## src/inc/epwm_defines.vh

```
// Functional notes
// - waveform has up to 10-bit duty resolution, routed to pins of the active mode
// - output mode field 00 gives single output, 10 gives half-bridge on both pins
// - module control bits 1 and 0 set the active polarity of output A and output B
// - after enabling, outputs wait for the next period start before any waveform
// - an all-zero module control register releases both pins to port logic
// - a pin unused by the selected mode is never driven by this block
// - shutdown raised by enabled sources: low interrupt pin, comparator, firmware setting status
// - shutdown status reads 0 in normal operation and 1 while outputs are shut down
// - a shutdown event sets status until firmware or auto-restart clears it
// - shutdown forces enabled pins to their safe states without waiting for a period
// - output A and output B each take high, low or tri-state from own field
`ifndef EPWM_DEFINES_VH
`define EPWM_DEFINES_VH

// register offsets
`define EPWM_ADDR_CTRL 8'h00
`define EPWM_ADDR_SHDN 8'h04
`define EPWM_ADDR_PERIOD 8'h08
`define EPWM_ADDR_DUTY 8'h0C
`define EPWM_ADDR_IRQ_STAT 8'h10
`define EPWM_ADDR_IRQ_MASK 8'h14

// module_control_reg fields
`define EPWM_CTRL_POL_B 0
`define EPWM_CTRL_POL_A 1
`define EPWM_CTRL_PWM_LSB 2
`define EPWM_CTRL_MODE_LSB 6
`define EPWM_CTRL_RESET 8'h00
`define EPWM_FUNC_PWM 2'h3
`define EPWM_MODE_SINGLE 2'h0
`define EPWM_MODE_HALF 2'h2

// shutdown_config_reg fields
`define EPWM_SHDN_B_LSB 0
`define EPWM_SHDN_A_LSB 2
`define EPWM_SHDN_SRC_INT 4
`define EPWM_SHDN_SRC_CMP 5
`define EPWM_SHDN_RESTART 6
`define EPWM_SHDN_STATUS 7
`define EPWM_SHDN_RESET 8'h00

// safe state codes
`define EPWM_SAFE_LOW 2'h0
`define EPWM_SAFE_HIGH 2'h1

// interrupt status bits
`define EPWM_IRQ_SHDN 0
`define EPWM_IRQ_PERIOD 1
`define EPWM_IRQ_RESET 2'h0

// period and duty reset values
`define EPWM_PERIOD_RESET 10'h3FF
`define EPWM_DUTY_RESET 10'h000

`endif

```

## src/design/epwm_period.v

```verilog
`timescale 1ns/1ps
// free period counter with duty compare; idle and cleared while not running
module epwm_period #(
  parameter WIDTH = 10
) (
  input wire mclk,
  input wire resetn,
  input wire ce,
  input wire run,
  input wire [WIDTH-1:0] period,
  input wire [WIDTH-1:0] duty,
  output reg period_start,
  output reg pwm_raw
);

  reg [WIDTH-1:0] count;

  // count 0..period, pulse on wrap so the top knows a new period begins
  always @(posedge mclk or negedge resetn) begin
    if (!resetn) begin
      count <= {WIDTH{1'b0}};
      period_start <= 1'b0;
      pwm_raw <= 1'b0;
    end else if (ce) begin
      if (!run) begin
        count <= {WIDTH{1'b0}};
        period_start <= 1'b0;
        pwm_raw <= 1'b0;
      end else begin
        if (count == period) begin
          count <= {WIDTH{1'b0}};
          period_start <= 1'b1;
        end else begin
          count <= count + {{(WIDTH-1){1'b0}}, 1'b1};
          period_start <= 1'b0;
        end
        pwm_raw <= (count < duty);
      end
    end
  end

endmodule // epwm_period

```

## src/design/epwm_top.v

```verilog
// The strobed register port and the register addresses were decided locally.
`timescale 1ns/1ps
`include "epwm_defines.vh"

// enhanced pwm output stage with auto-shutdown
module epwm_top #(
  parameter RES = 10
) (
  input wire mclk,
  input wire resetn,
  input wire ce,
  input wire [7:0] addr,
  input wire [15:0] wdata,
  input wire wr,
  input wire rd,
  output reg [15:0] rdata,
  input wire int_pin,
  input wire cmp_out,
  input wire [1:0] pin_direction_control,
  output reg pwm_output_a_out,
  output reg pwm_output_a_oe,
  output reg pwm_output_b_out,
  output reg pwm_output_b_oe,
  output reg irq
);

  localparam ST_OFF = 3'b001;
  localparam ST_WAIT = 3'b010;
  localparam ST_RUN = 3'b100;

  reg [7:0] module_control_reg;
  reg [6:0] shdn_cfg;
  reg shutdown_event_status;
  reg [RES-1:0] period;
  reg [RES-1:0] duty;
  reg [1:0] irq_stat;
  reg [1:0] irq_mask;
  reg [2:0] state;
  reg [2:0] next_state;
  reg next_status;
  reg [1:0] next_irq_stat;
  reg next_a_out;
  reg next_a_oe;
  reg next_b_out;
  reg next_b_oe;
  reg [15:0] next_rdata;

  wire period_start;
  wire pwm_raw;
  wire [1:0] module_function_select;
  wire [1:0] output_mode_select;
  wire [1:0] output_a_shutdown_state;
  wire [1:0] output_b_shutdown_state;
  wire [1:0] shutdown_source_select;
  wire pwm_on;
  wire half;
  wire src_active;
  wire wr_shdn;
  wire wr_irq_stat;
  wire fw_set;
  wire fw_clr;
  wire restart;

  assign module_function_select = module_control_reg[`EPWM_CTRL_PWM_LSB+1:`EPWM_CTRL_PWM_LSB];
  assign output_mode_select = module_control_reg[`EPWM_CTRL_MODE_LSB+1:`EPWM_CTRL_MODE_LSB];
  assign output_a_shutdown_state = shdn_cfg[`EPWM_SHDN_A_LSB+1:`EPWM_SHDN_A_LSB];
  assign output_b_shutdown_state = shdn_cfg[`EPWM_SHDN_B_LSB+1:`EPWM_SHDN_B_LSB];
  assign shutdown_source_select = shdn_cfg[`EPWM_SHDN_SRC_CMP:`EPWM_SHDN_SRC_INT];
  assign pwm_on = (module_function_select == `EPWM_FUNC_PWM);
  assign half = (output_mode_select == `EPWM_MODE_HALF);

  // decoded write strobes
  assign wr_shdn = ce & wr & (addr == `EPWM_ADDR_SHDN);
  assign wr_irq_stat = ce & wr & (addr == `EPWM_ADDR_IRQ_STAT);

  // fault sources: low on the interrupt pin, high comparator output
  assign src_active = (shutdown_source_select[0] & ~int_pin) |
                      (shutdown_source_select[1] & cmp_out);
  assign fw_set = wr_shdn & wdata[`EPWM_SHDN_STATUS];
  assign fw_clr = wr_shdn & ~wdata[`EPWM_SHDN_STATUS];
  // restart only on a period boundary so the first pulse is whole
  assign restart = shdn_cfg[`EPWM_SHDN_RESTART - `EPWM_SHDN_B_LSB] & ~src_active &
                   period_start;

  epwm_period #(
    .WIDTH(RES)
  ) u_period (
    .mclk(mclk),
    .resetn(resetn),
    .ce(ce),
    .run(pwm_on),
    .period(period),
    .duty(duty),
    .period_start(period_start),
    .pwm_raw(pwm_raw)
  );

  // shutdown status: any set beats any clear in the same cycle
  always @* begin
    next_status = shutdown_event_status;
    if (src_active || fw_set) begin
      next_status = 1'b1;
    end else if (fw_clr || restart) begin
      next_status = 1'b0;
    end
  end

  // enable sequencing: hold off until a fresh period starts
  always @* begin
    case (state)
      ST_OFF: begin
        next_state = pwm_on ? ST_WAIT : ST_OFF;
      end
      ST_WAIT: begin
        if (!pwm_on) begin
          next_state = ST_OFF;
        end else if (period_start) begin
          next_state = ST_RUN;
        end else begin
          next_state = ST_WAIT;
        end
      end
      ST_RUN: begin
        next_state = pwm_on ? ST_RUN : ST_OFF;
      end
      default: begin
        next_state = ST_OFF;
      end
    endcase
  end

  // pin drive; shutdown uses the incoming status so it acts on the very next edge
  always @* begin
    next_a_out = 1'b0;
    next_a_oe = 1'b0;
    next_b_out = 1'b0;
    next_b_oe = 1'b0;
    if (module_control_reg == `EPWM_CTRL_RESET) begin
      next_a_oe = 1'b0;
      next_b_oe = 1'b0;
    end else if (next_status) begin
      // safe states hold while status stays set, source or not
      next_a_out = (output_a_shutdown_state == `EPWM_SAFE_HIGH);
      next_a_oe = ~output_a_shutdown_state[1] & pin_direction_control[0];
      next_b_out = (output_b_shutdown_state == `EPWM_SAFE_HIGH);
      next_b_oe = half & ~output_b_shutdown_state[1] &
                  pin_direction_control[1];
    end else if (state == ST_RUN) begin
      next_a_out = pwm_raw ^ module_control_reg[`EPWM_CTRL_POL_A];
      next_a_oe = pin_direction_control[0];
      // half-bridge drives the complement on output b
      next_b_out = ~pwm_raw ^ module_control_reg[`EPWM_CTRL_POL_B];
      next_b_oe = half & pin_direction_control[1];
    end
  end

  // interrupt events: shutdown entry and period start
  always @* begin
    next_irq_stat = irq_stat;
    if (wr_irq_stat) begin
      next_irq_stat = irq_stat & ~wdata[1:0];
    end
    if (next_status && !shutdown_event_status) begin
      next_irq_stat[`EPWM_IRQ_SHDN] = 1'b1;
    end
    if (period_start) begin
      next_irq_stat[`EPWM_IRQ_PERIOD] = 1'b1;
    end
  end

  // read mux; unmapped offsets read zero
  always @* begin
    next_rdata = 16'h0000;
    case (addr)
      `EPWM_ADDR_CTRL: begin
        next_rdata = {8'h00, module_control_reg};
      end
      `EPWM_ADDR_SHDN: begin
        next_rdata = {8'h00, shutdown_event_status, shdn_cfg};
      end
      `EPWM_ADDR_PERIOD: begin
        next_rdata[RES-1:0] = period;
      end
      `EPWM_ADDR_DUTY: begin
        next_rdata[RES-1:0] = duty;
      end
      `EPWM_ADDR_IRQ_STAT: begin
        next_rdata = {14'h0000, irq_stat};
      end
      `EPWM_ADDR_IRQ_MASK: begin
        next_rdata = {14'h0000, irq_mask};
      end
      default: begin
        next_rdata = 16'h0000;
      end
    endcase
  end

  // configuration registers
  always @(posedge mclk or negedge resetn) begin
    if (!resetn) begin
      module_control_reg <= `EPWM_CTRL_RESET;
      shdn_cfg <= 7'h00;
      period <= `EPWM_PERIOD_RESET;
      duty <= `EPWM_DUTY_RESET;
      irq_mask <= `EPWM_IRQ_RESET;
    end else if (ce && wr) begin
      case (addr)
        `EPWM_ADDR_CTRL: begin
          module_control_reg <= wdata[7:0];
        end
        `EPWM_ADDR_SHDN: begin
          shdn_cfg <= wdata[6:0];
        end
        `EPWM_ADDR_PERIOD: begin
          period <= wdata[RES-1:0];
        end
        `EPWM_ADDR_DUTY: begin
          duty <= wdata[RES-1:0];
        end
        `EPWM_ADDR_IRQ_MASK: begin
          irq_mask <= wdata[1:0];
        end
        default: begin
          period <= period;
        end
      endcase
    end
  end

  // state, status, pins and interrupt; read data lives one cycle only
  always @(posedge mclk or negedge resetn) begin
    if (!resetn) begin
      state <= ST_OFF;
      shutdown_event_status <= 1'b0;
      irq_stat <= `EPWM_IRQ_RESET;
      irq <= 1'b0;
      pwm_output_a_out <= 1'b0;
      pwm_output_a_oe <= 1'b0;
      pwm_output_b_out <= 1'b0;
      pwm_output_b_oe <= 1'b0;
      rdata <= 16'h0000;
    end else if (ce) begin
      state <= next_state;
      shutdown_event_status <= next_status;
      irq_stat <= next_irq_stat;
      irq <= |(next_irq_stat & irq_mask);
      pwm_output_a_out <= next_a_out;
      pwm_output_a_oe <= next_a_oe;
      pwm_output_b_out <= next_b_out;
      pwm_output_b_oe <= next_b_oe;
      rdata <= rd ? next_rdata : 16'h0000;
    end
  end

endmodule // epwm_top

```

## config.mk

```make
export PLATFORM = sky130hd
export DESIGN_NAME = epwm_top
export DESIGN_NICKNAME = d
export VERILOG_FILES = /design/src/design/epwm_period.v /design/src/design/epwm_top.v
export VERILOG_INCLUDE_DIRS = /design/src /design/src/inc
export SDC_FILE = /design/constraint.sdc
export NUM_CORES = 1
export LEC_CHECK = 0
export ABC_AREA = 1
export BUFFER_PORTS_ARGS = -buffer_cell sky130_fd_sc_hd__buf_2
export CORE_ASPECT_RATIO = 2
export CORE_UTILIZATION = 30
export CTS_CLUSTER_SIZE = 40
export DETAILED_ROUTE_END_ITERATION = 10
export PLACE_DENSITY = 0.54
export SYNTH_ARGS = -nofsm -noshare
export SYNTH_HDL_FRONTEND = slang
export SYNTH_SLANG_ARGS = --single-unit
```

## constraint.sdc

```tcl
create_clock -name mclk -period 1.3 [get_ports mclk]
set_input_delay 0.26 -clock mclk [delete_from_list [all_inputs] [get_ports mclk]]
set_output_delay 0.26 -clock mclk [all_outputs]
set_load 0.03 [all_outputs]
```

# Yosys cells after proc, flatten, opt, wreduce, memory -nomap -nowiden
# Cells that the tools add are included.
[totals] output_inout_bits=21 regBits=76 in_bits=33 word_cells=99
[classes] mux=29 n_reduce_logical=13 addsub=1 order_cmp=1 bitwise_logic=25 eq_ne=13
[op_table] op="$pmux W10 S6" n=1
[op_table] op="$mux W10" n=3
[op_table] op="$mux W1" n=19
[op_table] op="$eq A8 B4 Y1 const B" n=2
[op_table] op="$eq A8 B5 Y1 const B" n=2
[op_table] op="$logic_not A8 Y1" n=2
[op_table] op="$and A1 B1 Y1" n=13
[op_table] op="$add A10 B1 Y10 const B" n=1
[op_table] op="$eq A10 B10 Y1" n=1
[op_table] op="$lt A10 B10 Y1" n=1
[op_table] op="$reduce_and A2 Y1" n=5
[op_table] op="$mux W3" n=3
[op_table] op="$pmux W3 S3" n=1
[op_table] op="$eq A8 B3 Y1 const B" n=1
[op_table] op="$not A1 Y1" n=6
[op_table] op="$and A2 B2 Y2" n=2
[op_table] op="$eq A2 B1 Y1 const B" n=2
[op_table] op="$eq A2 B2 Y1 const B" n=2
[op_table] op="$mux W2" n=2
[op_table] op="$eq A3 B1 Y1 const B" n=1
[op_table] op="$eq A3 B2 Y1 const B" n=1
[op_table] op="$eq A3 B3 Y1 const B" n=1
[op_table] op="$logic_and A1 B1 Y1" n=2
[op_table] op="$logic_or A1 B1 Y1" n=2
[op_table] op="other kinds (5)" n=6

# Logic depth before layout (Yosys ltp)
[depth] word_depth=13 mapped_depth=11 ltp_nobuf=10

# Hierarchy
# From an unflattened synthesis, not the netlist that was laid out.
[hier_totals] cells_unflattened=525 hier_area_um2=3997.6
[modules_own_cells] module="epwm_top" area_per_inst_um2=2946.6 cells_per_inst=369 seq_area_each_um2=1465.2 instances=1
[modules_own_cells] module="epwm_period" area_per_inst_um2=1051.0 cells_per_inst=156 seq_area_each_um2=300.3 instances=1

# Worst setup path before layout
# OpenSTA, ideal clock, no wires.
[synth_timing] kind="reg2reg" start="register u_period.count[1]" end="register u_period.count[2]" t_arrival_ns=1.245 setup_ns=0.133 synth_period_minus_slack_ns=1.377 required_time_ns=1.167 path_buffers=0 setup_slack_ns=-0.077 stages_incl_launch_ff=6 cell_sequence="dfrtp_1 or2_2 a21oi_1 nand4_1 nand2_1 a21oi_1"
[synth_via] elab_chain_len=3 elab_cells_between_ends=4 classes_between="add/sub (1); eq/ne (1); mux (2)"
[synth_rtl] element="from (decl)" line="epwm_period.v:16" source="reg [WIDTH-1:0] count;"
[synth_rtl] element="from (signal assigned)" line="epwm_period.v:21" source="count <= {WIDTH{1'b0}};"
[synth_rtl] element="from (signal assigned)" line="epwm_period.v:26" source="count <= {WIDTH{1'b0}};"
[synth_rtl] element="from (signal assigned)" line="epwm_period.v:31" source="count <= {WIDTH{1'b0}};"
[synth_rtl] element="$add A10 B1 Y10 or $eq A10 B10 Y1 (tied branches)" line="epwm_period.v:34, epwm_period.v:30"
[synth_rtl] element="$mux W10 *" line="epwm_period.v:30" source="if (count == period) begin"
[synth_rtl] element="$mux W10 *" line="epwm_period.v:25" source="if (!run) begin"
# Every way passes the cells marked *; elsewhere a longest branch is shown, timed or not.
# A chain may end at the register's enable or synchronous reset.

# Worst setup path after layout
[layout_timing] start="register period[8]" end="register u_period.count[1]"
[layout_via] elab_chain_len=3
[layout_rtl] element="from (decl)" line="epwm_top.v:34" source="reg [RES-1:0] period;"
[layout_rtl] element="from (signal assigned)" line="epwm_top.v:204" source="period <= `EPWM_PERIOD_RESET;"
[layout_rtl] element="from (signal assigned)" line="epwm_top.v:216" source="period <= wdata[RES-1:0];"
[layout_rtl] element="from (signal assigned)" line="epwm_top.v:225" source="period <= period;"
[layout_rtl] element="$eq A10 B10 Y1" line="epwm_period.v:30"
[layout_rtl] element="$mux W10" line="epwm_period.v:30"
[layout_rtl] element="$mux W10" line="epwm_period.v:25"
[layout_rtl] element="to (signal assigned)" line="epwm_period.v:26"
[layout_rtl] element="to (signal assigned)" line="epwm_period.v:31"
[layout_rtl] element="to (signal assigned)" line="epwm_period.v:34" source="count <= count + {{(WIDTH-1){1'b0}}, 1'b1};"
# Every way passes these cells.

==> results by group <==
Synth
  • Seq/Total Area, Yosys: 45.1%
  • Cell Area, Synth: between 0.003 and 0.004 sq mm
  • Largest cells by area after synthesis: dfrtp_1 (38%), nand2_1 (14%), dfstp_2 (7.4%)
  • XOR/XNOR Fraction of Synth Area: 1.79%
  • Post-Synth Adder-Cell Area: 3.20%
  • Most frequent cells after synthesis: nand2_1 (141), dfrtp_1 (59), inv_1 (55)
  • Synthesis Warnings: 0
  • Async set-reset flop share out of synthesis: between 90% and 100%
  • Cell with the most instances after synthesis: nand2_1
  • Mapped Cells: between 400 and 500
  • Post-synthesis compound-gate area fraction: 11.0%
  • FF+latch count, synth: 70
  • Share of the synthesized area in the top cell type: between 30% and 40%
  • Yosys cell types: 39
  • Dominant combinational cell family by area after synthesis: simple AND/OR/NAND/NOR gates
  • Fraction of the mapped netlist area in simple logic gates: roughly 30%
  • Synth Flop Type: dfrtp_1
  • Synth Area per Inst: between 7 and 8 sq um
  • Post-synth EDFFs: 0
  • Mux cell area share after synthesis: 0%
  • Synth area leader: dfrtp_1

Setup path
  • Most used cell, CP: nand4_1
  • Slowest cell on crit path: dfstp_2
  • Crit end category: flop
  • Setup crit start kind: flop
  • Buf/Inv on CP: 2
  • CP Max Fanout: 3
  • Crit-path cells: inv_2 > nand2_1 > nand4_1 > nor2_2 > nand4_1 > buf_4 > nand4_1 > nand2_1
  • CP delay by family, top: simple AND/OR/NAND/NOR gates
  • Worst path max stage delay: 0.53 ns
  • Worst Path Arrival: approximately 1.8 ns
  • Worst setup path category: flop to flop
  • Worst Path Required: 1.53 ns

Pwr
  • Combinational share of power: 12.0%
  • Reg power frac: between 40% and 50%
  • Leak: ~2.6 nW
  • Switching part of the total: 25.9%
  • Total Power: ~5.4 mW
  • Worst VDD drop: 0.000694 V
  • Power Internal: approximately 4 mW
  • Pwr Density: 1000 mW/mm^2
  • Clock power frac: 45.9%
  • Psw: between 1 and 1.5 mW

Floorplanning
  • Starting density of the core: between 30% and 40%
  • Total die area: ~0.014 sq mm
  • DIE WIDTH: about 83 um
  • Top Ports: 54
  • CORE AREA: ~0.013 sq mm
  • Rows: between 50 and 60
  • Die span in y: approximately 160 um

STA
  • Final slew viol count: 0
  • # setup viols final: 12
  • Worst hold margin: roughly 0.14 ns
  • Setup ws final: -0.218 ns
  • Final hold violations: 0
  • Fmax: roughly 0.66 GHz
  • Min cycle time layout: approximately 1.5 ns
  • Worst clock skew: about 0.0067 ns
  • Period Utilization, post-route: 117%
  • RSZ-0062 raised after global routing: yes

Detailed routing
  • Drt total wl: ~12000 um
  • Vias per cell: between 4 and 5
  • Via count: between 3000 and 4000
  • WL per Instance: about 16 um
  • DRC: 0
  • DR pass1 iterations: 4
  • Final ANT Viol Nets: 0
  • Iter 0 DRT Violations: between 150 and 200

Cells and area
  • Nets@finish: 660
  • Layout cell share with drive strength beyond 1: 35.2%
  • Post-route cell area: 0.00543 sq mm
  • Area delta synth->final: 38.6%
  • Antenna cells: 0
  • Finished Core Util: between 40% and 50%

Clock tree
  • Worst-Skew Late Latency: roughly 0.33 ns
  • Clock-pin slew on the worst setup and hold paths: ~0.06 ns
  • Total CTS buffers: 9
  • CTS root buffer: clkbuf_16
  • Max Buffers Root-to-Sink: 2
  • TritonCTS sink count: 70
  • TritonCTS clock tree: built
  • H-tree depth: 3

Run
  • Max cap viols: 0

Placement
  • Dpl cell area: 0.00485 sq mm
  • Pre-CTS worst setup slack: -0.399 ns
  • DPL Wire Length: between 9000 and 10000 um
  • IO Port Bufs: 41
  • Routability Congestion: around 0.92

Global route
  • Initial antenna violation count: 0
  • Largest net degree at the start of global routing: 32
  • Total track usage: between 20% and 30%
  • Global-route wire length before repair: about 19000 um
  • Vias in the first global route: between 3000 and 4000
  • Grt ovf: 0

Worst hold path
  • HP Class: primary input to flop

Outcome
  • Failing checks: setup timing
  • Status: finished with violations
==> repair_timing <==
action | 4_1_cts | 5_1_grt
hold buffers | 1 | 0
hold endpoints to repair | 10 | 0
pin swaps | 7 | 25
setup endpoints to repair | 20 | 21
gates resized for setup | 18 | 41
setup buffers | 0 | 6
==> worst reg2reg max path: cells and delay by family, from the launching register on <==
family                 cells  cell delay [ns]
buffers and inverters      2             0.25
and+or+nand+nor            6             0.62
DFF                        1             0.53
==> cell type report <==
class	count	area (sq um)
Clock inverter	5	58.8
Sequential cell	70	1770
Inverter	59	225
Fill cell	1282	7200
Multi-Input combinational cell	352	2040
Timing Repair Buffer	125	896
Clock buffer	11	243
Tap cell	150	188
==> cell usage in the layout, fill, tap and decap left out, types with 2 or more instances in the layout <==
cell type,n
a21oi_1,8
a21oi_2,8
buf_12,4
buf_2,41
buf_4,77
buf_6,2
clkbuf_16,9
clkinv_2,2
clkinvlp_4,2
conb_1,6
dfrtp_1,53
dfrtp_2,6
dfstp_2,11
ha_1,4
ha_4,6
inv_1,50
inv_2,7
nand2_1,135
nand2_2,5
nand2_4,5
nand3_1,28
nand3_2,4
nand3_4,3
nand4_1,24
nor2_1,19
nor2_2,7
nor2_4,6
nor3_1,4
nor3_4,2
o21a_1,4
o21ai_0,24
o21ai_1,25
o21ai_2,2
o22ai_1,5
xor2_1,7
==> power by group through the flow <==
stage               logic [mW]  registers (mW)  clock network, mW
floorplan                0.302            2.33                  0
global placement         0.585            2.32                  0
detailed placement       0.594            2.33                  0
CTS                      0.617            2.29               2.55
global route             0.719            2.30               2.63
finish                   0.651            2.29               2.49
==> stage by stage <==
stage	setup TNS, ns	cells
2_1_floorplan	-0.116	502
3_3_place_gp	-10.13	750
3_5_place_dp	-12.37	750
4_1_cts	-2.36	767
5_1_grt	-2.94	772
6_report	-1.94	772
==> kinds of logic (layout without fill, tap and decap cells) <==
logic type               Yosys count  in the layout
AO/OA/AOI/OAI                     81             81
adder cells (fa/ha/maj)           10             10
XOR/XNOR                           8              8
flip-flops                        70             70
buffers and inverters             80            200
AND/OR/NAND/NOR                  247            247
other                              1              6
==> worst paths after layout <==
path	slack (ns)	cells after the start	start	end
max	-0.22	8	period[8]	u_period.count[1]
min	0.14	3	wdata[9]	period[9]
max reg2reg	-0.22	8	period[8]	u_period.count[1]
min reg2reg	0.47	2	pwm_output_b_out	pwm_output_b_out
max in group asynchronous	0.34	3	resetn	state[0]
min in group asynchronous	0.38	2	resetn	u_period.count[1]
==> layer usage <==
| layer | share of wire [%] | GRT usage [%] | up-vias |
|---|---|---|---|
| li1 | - | - | 1864 |
| met1 | 35 | 20.1 | 1738 |
| met4 | 5.8 | 12.0 | 0 |
| met3 | 2.9 | 2.85 | 32 |
| met5 | 0 | 0 | - |
| met2 | 57 | 37.3 | 103 |
Power figures use the tool's default switching activity.
